$ cat config.mk
export PLATFORM = sky130hd
export DESIGN_NAME = lsh_lin_slave_header_check
export DESIGN_NICKNAME = d
export VERILOG_FILES = /design/src/inc/lsh_pkg.sv /design/src/rtl/lsh_lin_slave_header_check.sv
export SDC_FILE = /design/constraint.sdc
export NUM_CORES = 1
export LEC_CHECK = 0
export ABC_AREA = 1
export BUFFER_PORTS_ARGS = -buffer_cell sky130_fd_sc_hd__buf_4
export CAP_MARGIN = 25
export CORE_MARGIN = 1
export CORE_UTILIZATION = 60
export DETAILED_ROUTE_END_ITERATION = 10
export PLACE_DENSITY = 0.8
export SLEW_MARGIN = 30
export SYNTH_ARGS = -nofsm -noshare
export SYNTH_HDL_FRONTEND = slang
export SYNTH_SLANG_ARGS = --single-unit
$ cat constraint.sdc
create_clock -name ref_clk -period 4.88 [get_ports ref_clk]
set_input_delay 0.488 -clock ref_clk [delete_from_list [all_inputs] [get_ports ref_clk]]
set_output_delay 0.488 -clock ref_clk [all_outputs]
set_load 0.005 [all_outputs]
$ cat src/inc/lsh_pkg.sv
// package: register map, field positions, timing constants and state types of the lin slave header checker
package lsh_pkg;

   // register byte offsets on the apb bus
   localparam logic [7:0] OFF_CTRL   = 8'h00;
   localparam logic [7:0] OFF_STATUS = 8'h04;
   localparam logic [7:0] OFF_DATA   = 8'h08;
   localparam logic [7:0] OFF_MANT   = 8'h0c;
   localparam logic [7:0] OFF_FRAC   = 8'h10;
   localparam logic [7:0] OFF_HLEN   = 8'h14;

   // control register bit positions
   localparam int CTL_LIN_ON    = 0;
   localparam int CTL_SLAVE_SEL = 1;
   localparam int CTL_PARITY_ON = 2;
   localparam int CTL_RESYNC_ON = 3;
   localparam int CTL_HDR_SEL   = 4;
   localparam int CTL_MUTE      = 5;
   localparam int CTL_RXIRQ_ON  = 6;
   localparam int CTL_BRKIRQ_ON = 7;
   localparam int CTL_LOCK      = 8;

   // status register bit positions
   localparam int STS_RX_FULL   = 0;
   localparam int STS_HDR_ERR   = 1;
   localparam int STS_FRAME_ERR = 2;
   localparam int STS_PAR_ERR   = 3;
   localparam int STS_OVR_ERR   = 4;
   localparam int STS_BRK_SEEN  = 5;
   localparam int STS_LOCK      = 6;
   localparam int STS_MUTE      = 7;

   // reset values
   localparam logic [7:0] RST_MANT = 8'h00;
   localparam logic [3:0] RST_FRAC = 4'h0;

   // protocol figures
   localparam logic [7:0]  SYNC_BYTE     = 8'h55;
   localparam logic [7:0]  BRK_MIN_BITS  = 8'd11;
   localparam logic [7:0]  HDR_MAX_BITS  = 8'd57;
   localparam logic [2:0]  SYNC_EDGES    = 3'd5;
   localparam logic [3:0]  SAMPLE_POINT  = 4'd7;
   localparam logic [3:0]  STOP_BIT_IDX  = 4'd9;
   localparam logic [12:0] ACC_STEP      = 13'h0010;

   // receiver and header states, gray coded along the usual path
   typedef enum logic [1:0] {RX_IDLE = 2'b00, RX_BITS = 2'b01, RX_BRK = 2'b11} lsh_rx_e;
   typedef enum logic [1:0] {H_IDLE = 2'b00, H_SYNC = 2'b01, H_ID = 2'b11, H_BLOCK = 2'b10} lsh_hdr_e;

   // whole state of the block
   typedef struct packed {
      logic [7:0]  ctrl;
      logic        lock;
      logic        hdrErr;
      logic        rxFull;
      logic        brkSeen;
      logic        frameErr;
      logic        parErr;
      logic        ovrErr;
      logic        stsArm;
      logic [7:0]  rxData;
      logic [7:0]  mant;
      logic [3:0]  frac;
      logic [11:0] acc;
      lsh_rx_e     rxSt;
      logic [3:0]  sampCnt;
      logic [3:0]  bitIdx;
      logic [7:0]  shReg;
      logic [7:0]  lowBits;
      logic        rxPrev;
      lsh_hdr_e    hdrSt;
      logic        hdrOn;
      logic [3:0]  hdrSub;
      logic [7:0]  hdrLen;
      logic [7:0]  hdrLenReg;
      logic [14:0] smCnt;
      logic [14:0] smLast;
      logic [2:0]  smEdges;
   } lsh_state_s;

endpackage

$ cat src/rtl/lsh_lin_slave_header_check.sv
// lin slave receiver with header supervision, auto baud resync and apb register slave
//
// Function
// - identifier parity checked only in lin slave mode with parity check on
// - third character after a break, break counted first, is the identifier
// - identifier bits 7 and 8 are the parity bits
// - invalid header sets header error; interrupt if rx irq on and cpu mask clear
// - header error cleared by status read then data read
// - while locked, header error stays; clear lock first, then header error
// - resync off: error on overrun, synch byte not 55h, timeout in id mode
// - resync on: error on deviation beyond band or overrun outside synch
// - synch measurement overflow sets header error and locks the block
// - deviation measured first to last falling edge, flagged above 15.625%
// - each synch edge interval checked against current bit time, failure locks
// - header longer than 57 slave bits flags timeout, in id mode or resync
// - timeout counter starts at break, stops at id, other error, lock clear
// - timeout in synch with resync locks; otherwise header dropped, seek break
// - measured header length readable when id mode or resync enabled
// - mute id mode: synch error or timeout flags without wake, header dropped
// - in mute, framing error on non-break data is dropped silently
// - id mode wakes on valid break, clean synch, id without framing error, no timeout
// - resync times five falling edges into 15-bit count, updates divider
// - receiver halted and nothing transferred during synch measurement
// - rate is clock over sixteen times divider; 8-bit mantissa, 4-bit fraction
// - software divider write wins over measured update in same cycle
// - break mode: break sets rx full and break seen with data 00
//
// Register access over APB and the placing of the registers are this design's own decisions.
`timescale 1ns/100ps
module lsh_lin_slave_header_check (
   // clock and reset
   input  wire logic        ref_clk,
   input  wire logic        nrst,
   // apb slave
   input  wire logic        psel,
   input  wire logic        penable,
   input  wire logic        pwrite,
   input  wire logic [7:0]  paddr,
   input  wire logic [31:0] pwdata,
   output logic      [31:0] prdata,
   output logic             pready,
   output logic             pslverr,
   // lin bus and cpu
   input  wire logic        serialRxIn,
   input  wire logic [1:0]  cpuCondMask,
   output logic             irqReq
);

   lsh_pkg::lsh_state_s q, d;

   logic        apbWr;
   logic        apbRd;
   logic        hit;
   logic [11:0] divRaw;
   logic [12:0] accSum;
   logic        sTick;
   logic        bitTick;
   logic        fallEdge;
   logic        charDone;
   logic        charFe;
   logic        brkDet;
   logic        linSlave;
   logic        hdrWatch;
   logic        rxHalt;
   logic        xferOk;
   logic [14:0] smRef;
   logic [14:0] smDiff;
   logic [14:0] smBand;
   logic [14:0] smIntv;
   logic        devErr;
   logic        shortErr;
   logic        p0;
   logic        p1;

   // index of the fifth falling edge, counted from zero
   localparam logic [2:0] SYNC_LAST = lsh_pkg::SYNC_EDGES - 3'd1;

   // combinational helpers shared by the next-state logic
   assign apbWr    = psel & penable & pwrite;
   assign apbRd    = psel & penable & ~pwrite;
   assign divRaw   = {q.mant, q.frac};
   assign accSum   = {1'b0, q.acc} + lsh_pkg::ACC_STEP;
   // one sample tick per divider/16 clocks, so a bit lasts divider clocks
   assign sTick    = (divRaw != 12'h000) && (accSum >= {1'b0, divRaw});
   assign bitTick  = sTick && (q.hdrSub == 4'hf);
   assign fallEdge = q.rxPrev & ~serialRxIn;
   assign linSlave = q.ctrl[lsh_pkg::CTL_LIN_ON] & q.ctrl[lsh_pkg::CTL_SLAVE_SEL];
   assign hdrWatch = q.ctrl[lsh_pkg::CTL_HDR_SEL] | q.ctrl[lsh_pkg::CTL_RESYNC_ON];
   assign rxHalt   = (q.hdrSt == lsh_pkg::H_SYNC) && q.ctrl[lsh_pkg::CTL_RESYNC_ON];

   // synch field checks: eight bit times nominally take eight times the divider
   assign smRef    = {divRaw, 3'b000};
   assign smDiff   = (q.smCnt > smRef) ? (q.smCnt - smRef) : (smRef - q.smCnt);
   assign smBand   = {3'b000, divRaw} + {5'b00000, divRaw[11:2]};
   assign devErr   = smDiff > smBand;
   assign smIntv   = q.smCnt - q.smLast;
   // falling edges of 55h are two bits apart; under one bit means far too fast
   assign shortErr = (q.smEdges != 3'd0) && (smIntv < {3'b000, divRaw});

   // lin identifier parity over the received byte
   assign p0 = q.shReg[0] ^ q.shReg[1] ^ q.shReg[2] ^ q.shReg[4];
   assign p1 = ~(q.shReg[1] ^ q.shReg[3] ^ q.shReg[4] ^ q.shReg[5]);

   // apb: zero wait state, error on unmapped offsets
   always_comb begin
      hit    = 1'b1;
      prdata = 32'h0000_0000;
      unique case (paddr)
         lsh_pkg::OFF_CTRL:   prdata = {23'h000000, q.lock, q.ctrl};
         lsh_pkg::OFF_STATUS: prdata = {24'h000000, q.ctrl[lsh_pkg::CTL_MUTE], q.lock, q.brkSeen, q.ovrErr,
                                        q.parErr, q.frameErr, q.hdrErr, q.rxFull};
         lsh_pkg::OFF_DATA:   prdata = {24'h000000, q.rxData};
         lsh_pkg::OFF_MANT:   prdata = {24'h000000, q.mant};
         lsh_pkg::OFF_FRAC:   prdata = {28'h0000000, q.frac};
         lsh_pkg::OFF_HLEN:   prdata = hdrWatch ? {24'h000000, q.hdrLenReg} : 32'h0000_0000;
         default:             hit = 1'b0;
      endcase
      if (!hit) begin
         prdata = 32'h0000_0000;
      end
   end
   // no wait states on any register
   assign pready  = 1'b1;
   assign pslverr = psel & penable & ~hit;

   // receive interrupt request gated by the cpu mask bits
   assign irqReq = ((q.ctrl[lsh_pkg::CTL_RXIRQ_ON] & (q.rxFull | q.hdrErr | q.ovrErr))
                   | (q.ctrl[lsh_pkg::CTL_BRKIRQ_ON] & q.brkSeen)) & ~|cpuCondMask;

   // next-state logic; clears come first so that later hardware sets win
   always_comb begin
      d        = q;
      charDone = 1'b0;
      charFe   = 1'b0;
      brkDet   = 1'b0;
      xferOk   = 1'b0;
      d.rxPrev = serialRxIn;
      // sixteen per clock against the 8.4 divider
      d.acc    = sTick ? 12'(accSum - {1'b0, divRaw}) : ((divRaw == 12'h000) ? 12'h000 : accSum[11:0]);

      // ---- software side ----
      if (apbWr && paddr == lsh_pkg::OFF_CTRL) begin
         d.ctrl = pwdata[7:0];
         // lock can only be released by software, never set
         if (q.lock && !pwdata[lsh_pkg::CTL_LOCK]) begin
            d.lock = 1'b0;
            d.hdrOn = 1'b0;
            d.hdrSt = lsh_pkg::H_IDLE;
         end
      end
      if (apbRd && paddr == lsh_pkg::OFF_STATUS) begin
         d.stsArm = 1'b1;
      end
      if (apbRd && paddr == lsh_pkg::OFF_DATA && q.stsArm) begin
         d.stsArm   = 1'b0;
         d.rxFull   = 1'b0;
         d.brkSeen  = 1'b0;
         d.frameErr = 1'b0;
         d.parErr   = 1'b0;
         d.ovrErr   = 1'b0;
         // header error survives while the block is locked
         if (!q.lock) begin
            d.hdrErr = 1'b0;
         end
      end

      // ---- character receiver, sampling at the middle of each bit ----
      unique case (q.rxSt)
         lsh_pkg::RX_IDLE: begin
            // start needs a fresh falling edge
            if (!rxHalt && fallEdge) begin
               d.rxSt    = lsh_pkg::RX_BITS;
               d.sampCnt = 4'h0;
               d.bitIdx  = 4'h0;
               d.lowBits = 8'h00;
            end
         end
         lsh_pkg::RX_BITS: begin
            if (sTick) begin
               d.sampCnt = q.sampCnt + 4'h1;
               if (q.sampCnt == lsh_pkg::SAMPLE_POINT) begin
                  d.bitIdx = q.bitIdx + 4'h1;
                  if (!serialRxIn) begin
                     d.lowBits = q.lowBits + 8'h01;
                  end
                  if (q.bitIdx == 4'h0 && serialRxIn) begin
                     d.rxSt = lsh_pkg::RX_IDLE;                  // false start bit
                  end else if (q.bitIdx == lsh_pkg::STOP_BIT_IDX) begin
                     if (q.shReg == 8'h00 && !serialRxIn) begin
                        d.rxSt = lsh_pkg::RX_BRK;
                     end else begin
                        d.rxSt   = lsh_pkg::RX_IDLE;
                        charDone = 1'b1;
                        charFe   = ~serialRxIn;
                     end
                  end else if (q.bitIdx != 4'h0) begin
                     d.shReg = {serialRxIn, q.shReg[7:1]};
                  end
               end
            end
         end
         lsh_pkg::RX_BRK: begin
            // a break needs at least eleven low bits and then a high level
            if (serialRxIn) begin
               d.rxSt = lsh_pkg::RX_IDLE;
               if (q.lowBits >= lsh_pkg::BRK_MIN_BITS) begin
                  brkDet = 1'b1;
               end else begin
                  charDone = 1'b1;
                  charFe   = 1'b1;
               end
            end else if (sTick) begin
               d.sampCnt = q.sampCnt + 4'h1;
               if (q.sampCnt == lsh_pkg::SAMPLE_POINT && q.lowBits != 8'hff) begin
                  d.lowBits = q.lowBits + 8'h01;
               end
            end
         end
         default: d.rxSt = lsh_pkg::RX_IDLE;
      endcase

      // ---- header timeout, counted in slave bit times from the break ----
      if (sTick) begin
         d.hdrSub = q.hdrSub + 4'h1;
      end
      if (q.hdrOn && hdrWatch && bitTick && q.hdrLen != 8'hff) begin
         d.hdrLen = q.hdrLen + 8'h01;
         if (q.hdrLen == lsh_pkg::HDR_MAX_BITS) begin
            d.hdrErr = 1'b1;
            d.hdrOn  = 1'b0;
            d.hdrLenReg = q.hdrLen + 8'h01;
            if (q.hdrSt == lsh_pkg::H_SYNC && q.ctrl[lsh_pkg::CTL_RESYNC_ON]) begin
               d.lock  = 1'b1;
               d.hdrSt = lsh_pkg::H_BLOCK;
            end else begin
               d.hdrSt = lsh_pkg::H_IDLE;
            end
         end
      end

      // ---- header sequencer: break, synch, identifier ----
      if (!linSlave) begin
         d.hdrSt = lsh_pkg::H_IDLE;
         d.hdrOn = 1'b0;
      end else if (brkDet && q.hdrSt != lsh_pkg::H_BLOCK) begin
         // break is the first character of a header
         d.hdrSt   = lsh_pkg::H_SYNC;
         d.hdrOn   = 1'b1;
         d.hdrSub  = 4'h0;
         d.hdrLen  = q.lowBits + 8'h01;
         d.smCnt   = 15'h0000;
         d.smLast  = 15'h0000;
         d.smEdges = 3'd0;
         if (!q.ctrl[lsh_pkg::CTL_HDR_SEL]) begin
            d.rxFull  = 1'b1;
            d.brkSeen = 1'b1;
            d.rxData  = 8'h00;
            d.ctrl[lsh_pkg::CTL_MUTE] = 1'b0;
            if (q.rxFull) begin
               d.ovrErr = 1'b1;
            end
         end
      end else if (q.hdrSt == lsh_pkg::H_SYNC && q.ctrl[lsh_pkg::CTL_RESYNC_ON]) begin
         // measure five falling edges on the clock into a 15-bit count
         if (q.smEdges != 3'd0) begin
            d.smCnt = q.smCnt + 15'h0001;
            if (q.smCnt == 15'h7fff) begin
               d.hdrErr = 1'b1;
               d.lock   = 1'b1;
               d.hdrOn  = 1'b0;
               d.hdrSt  = lsh_pkg::H_BLOCK;
            end
         end
         if (fallEdge && q.smCnt != 15'h7fff) begin
            if (q.smEdges == 3'd0) begin
               // the first edge cycle belongs to the span
               d.smCnt = 15'h0001;
            end
            d.smEdges = q.smEdges + 3'd1;
            d.smLast  = q.smCnt;
            if (shortErr || (q.smEdges == SYNC_LAST && devErr)) begin
               d.hdrErr = 1'b1;
               d.lock   = 1'b1;
               d.hdrOn  = 1'b0;
               d.hdrSt  = lsh_pkg::H_BLOCK;
            end else if (q.smEdges == SYNC_LAST) begin
               // measured span is eight bits, so divider = count / 8
               d.mant  = q.smCnt[14:7];
               d.frac  = q.smCnt[6:3];
               d.hdrSt = lsh_pkg::H_ID;
            end
         end
      end else if (charDone && q.hdrSt == lsh_pkg::H_SYNC) begin
         // resync off: synch arrives as a plain character
         if (!q.ctrl[lsh_pkg::CTL_HDR_SEL] && !q.ctrl[lsh_pkg::CTL_MUTE]) begin
            xferOk = 1'b1;
         end
         if (q.shReg != lsh_pkg::SYNC_BYTE || charFe || (xferOk && d.rxFull)) begin
            d.hdrErr = 1'b1;
            d.hdrOn  = 1'b0;
            d.hdrSt  = lsh_pkg::H_IDLE;
         end else begin
            d.hdrSt = lsh_pkg::H_ID;
         end
      end else if (charDone && q.hdrSt == lsh_pkg::H_ID) begin
         d.hdrOn     = 1'b0;
         d.hdrLenReg = q.hdrLen;
         d.hdrSt     = lsh_pkg::H_IDLE;
         if (charFe) begin
            // bad identifier drops the header and does not wake
            d.frameErr = ~q.ctrl[lsh_pkg::CTL_MUTE] | q.frameErr;
         end else begin
            // parity sits in bits 7 and 8 of the identifier
            if (q.ctrl[lsh_pkg::CTL_PARITY_ON] && (p0 != q.shReg[6] || p1 != q.shReg[7])) begin
               d.parErr = 1'b1;
            end
            if (q.ctrl[lsh_pkg::CTL_HDR_SEL]) begin
               // parity errors still wake the receiver
               d.ctrl[lsh_pkg::CTL_MUTE] = 1'b0;
               d.brkSeen = 1'b1;
               xferOk    = 1'b1;
            end else if (!q.ctrl[lsh_pkg::CTL_MUTE]) begin
               xferOk = 1'b1;
            end
            if (xferOk && d.rxFull) begin
               d.hdrErr = 1'b1;
            end
         end
      end else if (charDone && q.hdrSt == lsh_pkg::H_IDLE && !q.ctrl[lsh_pkg::CTL_MUTE]) begin
         // ordinary data outside a header; mute drops it and its framing error
         xferOk = 1'b1;
         if (charFe) begin
            d.frameErr = 1'b1;
         end
      end

      // ---- transfer to the data register, overrun keeps the old byte ----
      // a data read after a status read frees the register in this cycle, so the byte lands
      if (xferOk) begin
         if (d.rxFull) begin
            d.ovrErr = 1'b1;
         end else begin
            d.rxFull = 1'b1;
            d.rxData = q.shReg;
         end
      end

      // software nominal divider lands last, so it beats a measured update
      if (apbWr && paddr == lsh_pkg::OFF_MANT) begin
         d.mant = pwdata[7:0];
      end
      if (apbWr && paddr == lsh_pkg::OFF_FRAC) begin
         d.frac = pwdata[3:0];
      end
   end

   // one register bank for the whole state
   always_ff @(posedge ref_clk or negedge nrst) begin
      if (!nrst) begin
         q           <= '0;
         q.mant      <= lsh_pkg::RST_MANT;
         q.frac      <= lsh_pkg::RST_FRAC;
         q.rxPrev    <= 1'b1;
         q.rxSt      <= lsh_pkg::RX_IDLE;
         q.hdrSt     <= lsh_pkg::H_IDLE;
      end else begin
         q <= d;
      end
   end

endmodule // lsh_lin_slave_header_check

==> results.yml, run 1 <==
timing:
  hold_violations: 0
  worst_pin_slew_ns: 0.9002
  fmax_ghz: 0.2213
  fin_setup_tns_ns: 0
  fin_skew_ns: 0.01100
  fin_crit_ns: 4.518
  finalWorstSetupSlack_ns: 0.3617
  rsz0062_at_grt: "no"
  setup_violations: 0
  fin_crit_sh: 0.9259
  maxSlewHeadroom: 0.3999
  final-max-slew-violation-count: 0
logic_synthesis:
  ys_types: 65
  synth_async_sr_flop_share: 1.000
  syn_area_um2: 11070
  synth-seq-area-share: 0.2961
  syn_inst: 1503
  ys_ff_latch: 131
  synth_edf_count: 0
  syn_avg_cell_area_um2: 7.368
  ys_warn_count: 0
  synth_ff_type: "dfrtp_1"
floorplan:
  start_util: 0.6144
  die_area_um2: 19000
  ios: 83
  core_um2: 18020
  rows: 49
  die_h_um: 137.9
  die_w_um: 137.9
critical_path:
  critical-path-top-delay-family: "simple AND/OR/NAND/NOR gates"
  startpoint_type: "flop"
  slowest_stage: "dfrtp_1"
  end_kind: "flop"
  critPathMostFrequentCell: "nand2_1"
  ff2ff_path_depth: 28
  cp_max_fo: 16
  timing_worst_setup_path_type: "reg2reg"
  cp_num_cells: 28
  cp.required_ns: 5.23
  crit_arrival_ns: 4.86
  crit_buf_inv: 4
  cpPeakStageDelay_ns: 0.58
grt:
  grt.met2_usage: 0.5497
  grt_pass1_wl_um: 48710
  grt_util_met3: 0.07054
  grtUsageMet1: 0.4010
  grt_max_degree: 95
  grt_pass1_vias: 9771
  grt-ovfl-total: 0
  busiest_layer: "met2"
  track_usage: 0.3344
  antenna_found_initial: 1
power_and_ir_drop:
  clock_power_share: 0.384
  ir_drop_mv: 0.2693
  combPwrFrac: 0.270
  swShare: 0.3286
  p_seq_frac: 0.345
  powerDensity_nw_per_um2: 286.7
  power_mw: 3.476
  power.switching_mw: 1.142
  internal_power_mw: 2.334
  p_leak_nw: 6.149
worst_hold_path:
  hold_class: "in2async"
final_layout:
  fin_nets: 1698
  layout_commonest_cell: "nand2_1"
  drive_above_1_share: 0.1122
  final_util: 0.6727
  final_cell_mix: "nand2_1 (313), inv_1 (201), dfrtp_1 (130)"
  antenna_cells: 0
  area_growth_pct: 9.491
  seq_area_um2: 3279
  multi_input_area_um2: 6690
  layoutNonFillerInstCount: 1789
  fillCellCount: 1565
route:
  antenna_left: 0
  route.detailed.drc: 0
  vias: 10380
  totalWireLength_um: 30280
  wl_per_cell_um: 16.93
  drt-pass1-iter-count: 6
  avgViaCountPerCell: 5.804
  drt_iter0_drc: 895
placement:
  placed_cells: 1757
  portBuffers: 35
  gp_congestion: 0.9641
  post-place-ws_ns: 0.5370
  dp_hpwl_um: 23030
cts:
  post_cts_buffers: 0
  cts_buffers: 17
  ctsRootBufferMaster: "clkbuf_16"
  clk_latency_ns: 0.42
  path_clk_slew_ns: 0.06
  h-tree-depth: 4
  clock_path_buffers: 2
  cts_hold_buf: 0
  clock-sinks: 131
  cts_tree: "built"
  cts_resized: 0
status:
  status: "finished clean"
job:
  cap_violations: 0
-- state kept, by name, indices dropped and copies added, names as in the netlist --
register	flops
divRaw	12
q	119
-- logic make-up (layout without fill, tap and decap cells) --
kind of cell | count (synthesis) | count (layout) | share of synthesized area
AND/OR/NAND/NOR | 640 | 640 | 0.2698
buffers and inverters | 276 | 311 | 0.1076
AO/OA/AOI/OAI | 270 | 270 | 0.1410
flip-flops | 131 | 131 | 0.2961
adder cells (fa/ha/maj) | 103 | 103 | 0.1191
XOR/XNOR | 72 | 72 | 0.05694
multiplexers | 9 | 9 | 0.008812
other | 2 | 24 | 0.0006781
-- final cells by class --
| cell class | instances | share of cell area |
|---|---|---|
| Multi-Input combinational cell | 1118 | 0.5517 |
| Sequential cell | 131 | 0.2705 |
| Inverter | 228 | 0.07110 |
| Clock buffer | 20 | 0.03849 |
| Timing Repair Buffer | 51 | 0.03189 |
| Tap cell | 229 | 0.02363 |
| Clock inverter | 12 | 0.01269 |
-- per-layer routing --
layer	part of all wire	wire, um	up-vias
li1	-	-	5052
met1	0.40	12110	4836
met2	0.47	14350	384
met3	0.071	2153	109
met4	0.054	1647	2
met5	0.00059	18	-
-- power by group through the flow --
stage          logic, mW  clock network [mW]  registers, mW
2_1_floorplan      0.701                   0           1.20
3_3_place_gp       0.892                   0           1.21
3_5_place_dp       0.915                   0           1.22
4_1_cts            0.929                1.34           1.20
5_1_grt             1.06                1.39           1.21
6_report           0.940                1.34           1.20
-- cells in the mapped netlist (6+ instances only) --
cell type / count / area, um^2
dfrtp_1: 130 / 3253
a21oi_1: 81 / 405.4
clkbuf_1: 6 / 22.52
buf_2: 11 / 55.05
nor2_1: 87 / 326.6
nor3_1: 39 / 195.2
a22oi_1: 6 / 45.04
a31oi_1: 8 / 50.05
nor2_4: 8 / 90.09
mux2_2: 6 / 67.56
o21ai_0: 94 / 470.5
inv_1: 201 / 754.5
nand2_2: 10 / 62.56
nand3_1: 103 / 515.5
xor2_1: 50 / 437.9
xnor2_1: 22 / 192.7
nand4_1: 28 / 175.2
ha_1: 99 / 1239
o22ai_1: 37 / 231.5
nor2_2: 11 / 68.82
nand2_1: 313 / 1175
inv_2: 23 / 86.33
nand3_2: 7 / 70.07
buf_4: 26 / 195.2
-- per-stage QoR --
step	hold WS, ns	instance area [um^2]
2_1_floorplan	0.1924	11160
3_3_place_gp	0.4386	11500
3_5_place_dp	0.4542	11500
4_1_cts	0.1736	12120
5_1_grt	0.1860	12130
6_report	0.1086	12130
-- path summary, 6_finish.rpt --
check / startpoint / end / slack [ns]
setup / recovery: divRaw[0]$_DFFE_PN0P_ / divRaw[9]$_DFFE_PN0P_ / 0.36
hold / removal: nrst / q[94]$_DFF_PN0_ / 0.11
setup reg to reg: divRaw[0]$_DFFE_PN0P_ / divRaw[9]$_DFFE_PN0P_ / 0.36
hold reg to reg: q[51]$_DFF_PN0_ / q[51]$_DFF_PN0_ / 0.45
max in group asynchronous: nrst / q[30]$_DFFE_PN0P_ / 3.62
min in group ref_clk: serialRxIn / q[56]$_DFF_PN1_ / 0.20
Power figures use the tool's default switching activity.
==> run 2: changes to the inputs <==
==> constraint.sdc (replaced) <==
create_clock -name ref_clk -period 5.5 [get_ports ref_clk]
set_input_delay 0.55 -clock ref_clk [delete_from_list [all_inputs] [get_ports ref_clk]]
set_output_delay 0.55 -clock ref_clk [all_outputs]
set_load 0.005 [all_outputs]
==> results.yml, run 2 (same netlist as run 1, synthesis figures left out) <==
grt:
  grt_pass1_wl_um: 47640
  track_usage: 0.3270
  grt_max_degree: 83
  antenna_found_initial: 0
  grt-ovfl-total: 0
  grt_pass1_vias: 9616
critical_path:
  end_kind: "flop"
  cp_max_fo: 16
  critPathMostFrequentCell: "nand2_1"
  slowest_stage: "dfrtp_1"
  cpPeakStageDelay_ns: 0.43
  startpoint_type: "flop"
  cp.required_ns: 5.85
  timing_worst_setup_path_type: "reg2reg"
  crit_arrival_ns: 4.77
power_and_ir_drop:
  powerDensity_nw_per_um2: 252.5
  ir_drop_mv: 0.2233
  p_leak_nw: 6.072
cts:
  clk_latency_ns: 0.43
  cts_hold_buf: 0
  cts_resized: 0
  ctsRootBufferMaster: "clkbuf_16"
  cts_buffers: 17
  h-tree-depth: 4
  post_cts_buffers: 0
  cts_tree: "built"
  clock-sinks: 131
  clock_path_buffers: 2
  path_clk_slew_ns: 0.07
floorplan:
  die_area_um2: 19000
  die_h_um: 137.9
  ios: 83
  core_um2: 18020
  rows: 49
  start_util: 0.6144
  die_w_um: 137.9
route:
  totalWireLength_um: 29850
  avgViaCountPerCell: 5.810
  drt_iter0_drc: 776
  antenna_left: 0
  drt-pass1-iter-count: 5
  route.detailed.drc: 0
  vias: 10310
  wl_per_cell_um: 16.83
timing:
  worst_pin_slew_ns: 0.7907
  fmax_ghz: 0.2260
  rsz0062_at_grt: "no"
  maxSlewHeadroom: 0.4729
  setup_violations: 0
  final-max-slew-violation-count: 0
  fin_skew_ns: 0.01924
  fin_setup_tns_ns: 0
  fin_crit_sh: 0.8047
  fin_crit_ns: 4.426
  finalWorstSetupSlack_ns: 1.074
  whs_ns: 0.1120
  hold_violations: 0
worst_hold_path:
  hold_class: "in2async"
final_layout:
  antenna_cells: 0
  final_cell_mix: "nand2_1 (313), inv_1 (201), dfrtp_1 (130)"
  largest_reg_flops: 119
  layout_commonest_cell: "nand2_1"
  drive_above_1_share: 0.1036
  fillCellCount: 1558
  area_growth_pct: 8.134
  regMostFlops: "q"
  fin_nets: 1683
placement:
  dp_hpwl_um: 22770
  portBuffers: 35
  post-place-ws_ns: 1.169
  gp_congestion: 0.9841
job:
  cap_violations: 0
status:
  status: "finished clean"
==> run 2: path summary, 6_finish.rpt <==
check / depth (start not counted) / end / slack, ns / from
setup / recovery: 29 / divRaw[10]$_DFFE_PN0P_ / 1.07 / q[21]$_DFFE_PN0P_
hold / removal: 1 / q[92]$_DFF_PN0_ / 0.11 / nrst
setup reg to reg: 29 / divRaw[10]$_DFFE_PN0P_ / 1.07 / q[21]$_DFFE_PN0P_
hold reg to reg: 1 / q[51]$_DFF_PN0_ / 0.46 / q[51]$_DFF_PN0_
max in group asynchronous: 2 / q[28]$_DFFE_PN0P_ / 4.18 / nrst
min in group ref_clk: 1 / q[56]$_DFF_PN1_ / 0.26 / serialRxIn
==> run 2: per-layer routing <==
layer | share of wire | global-route usage
met5 | 0 | 0
met4 | 0.050 | 0.1715
met3 | 0.057 | 0.05080
met2 | 0.47 | 0.5450
met1 | 0.42 | 0.4079
==> run 2: final cells by class <==
type,count,area [um^2],share of cell area
tap,229,286.5,0.02393
clock inverter,15,157.7,0.01316
sequential,131,3279,0.2738
timing repair buffer,36,274.0,0.02288
inverter,228,862.1,0.07199
multi-input combinational,1118,6690,0.5587
clock buffer,17,425.4,0.03552
==> run 2: through the flow <==
stage | power [mW] | utilization | std cells | instance area, um^2
5_1_grt | 3.178 | 0.6644 | 1774 | 11980
2_1_floorplan | 1.690 | - | 1525 | 11160
3_5_place_dp | 1.885 | 0.6320 | 1742 | 11390
6_report | 3.023 | 0.6644 | 1774 | 11980
3_3_place_gp | 1.859 | 0.6318 | 1742 | 11390
4_1_cts | 3.018 | 0.6644 | 1774 | 11980
==> run 2: critical path: cells and delay by family (launching register included) <==
family	cells	cell delay [ns]
and+or+nand+nor	17	1.71
adders and majority gates	3	0.92
buffers and inverters	5	0.60
AOI/OAI and AO/OA	3	0.54
DFF	1	0.43
xor gates and xnor gates	1	0.15
==> run 2: where the power goes <==
group | internal, mW | switching (mW) | total [mW]
clock network | 0.671 | 0.462 | 1.13
logic | 0.298 | 0.528 | 0.826
registers | 1.02 | 0.0470 | 1.06
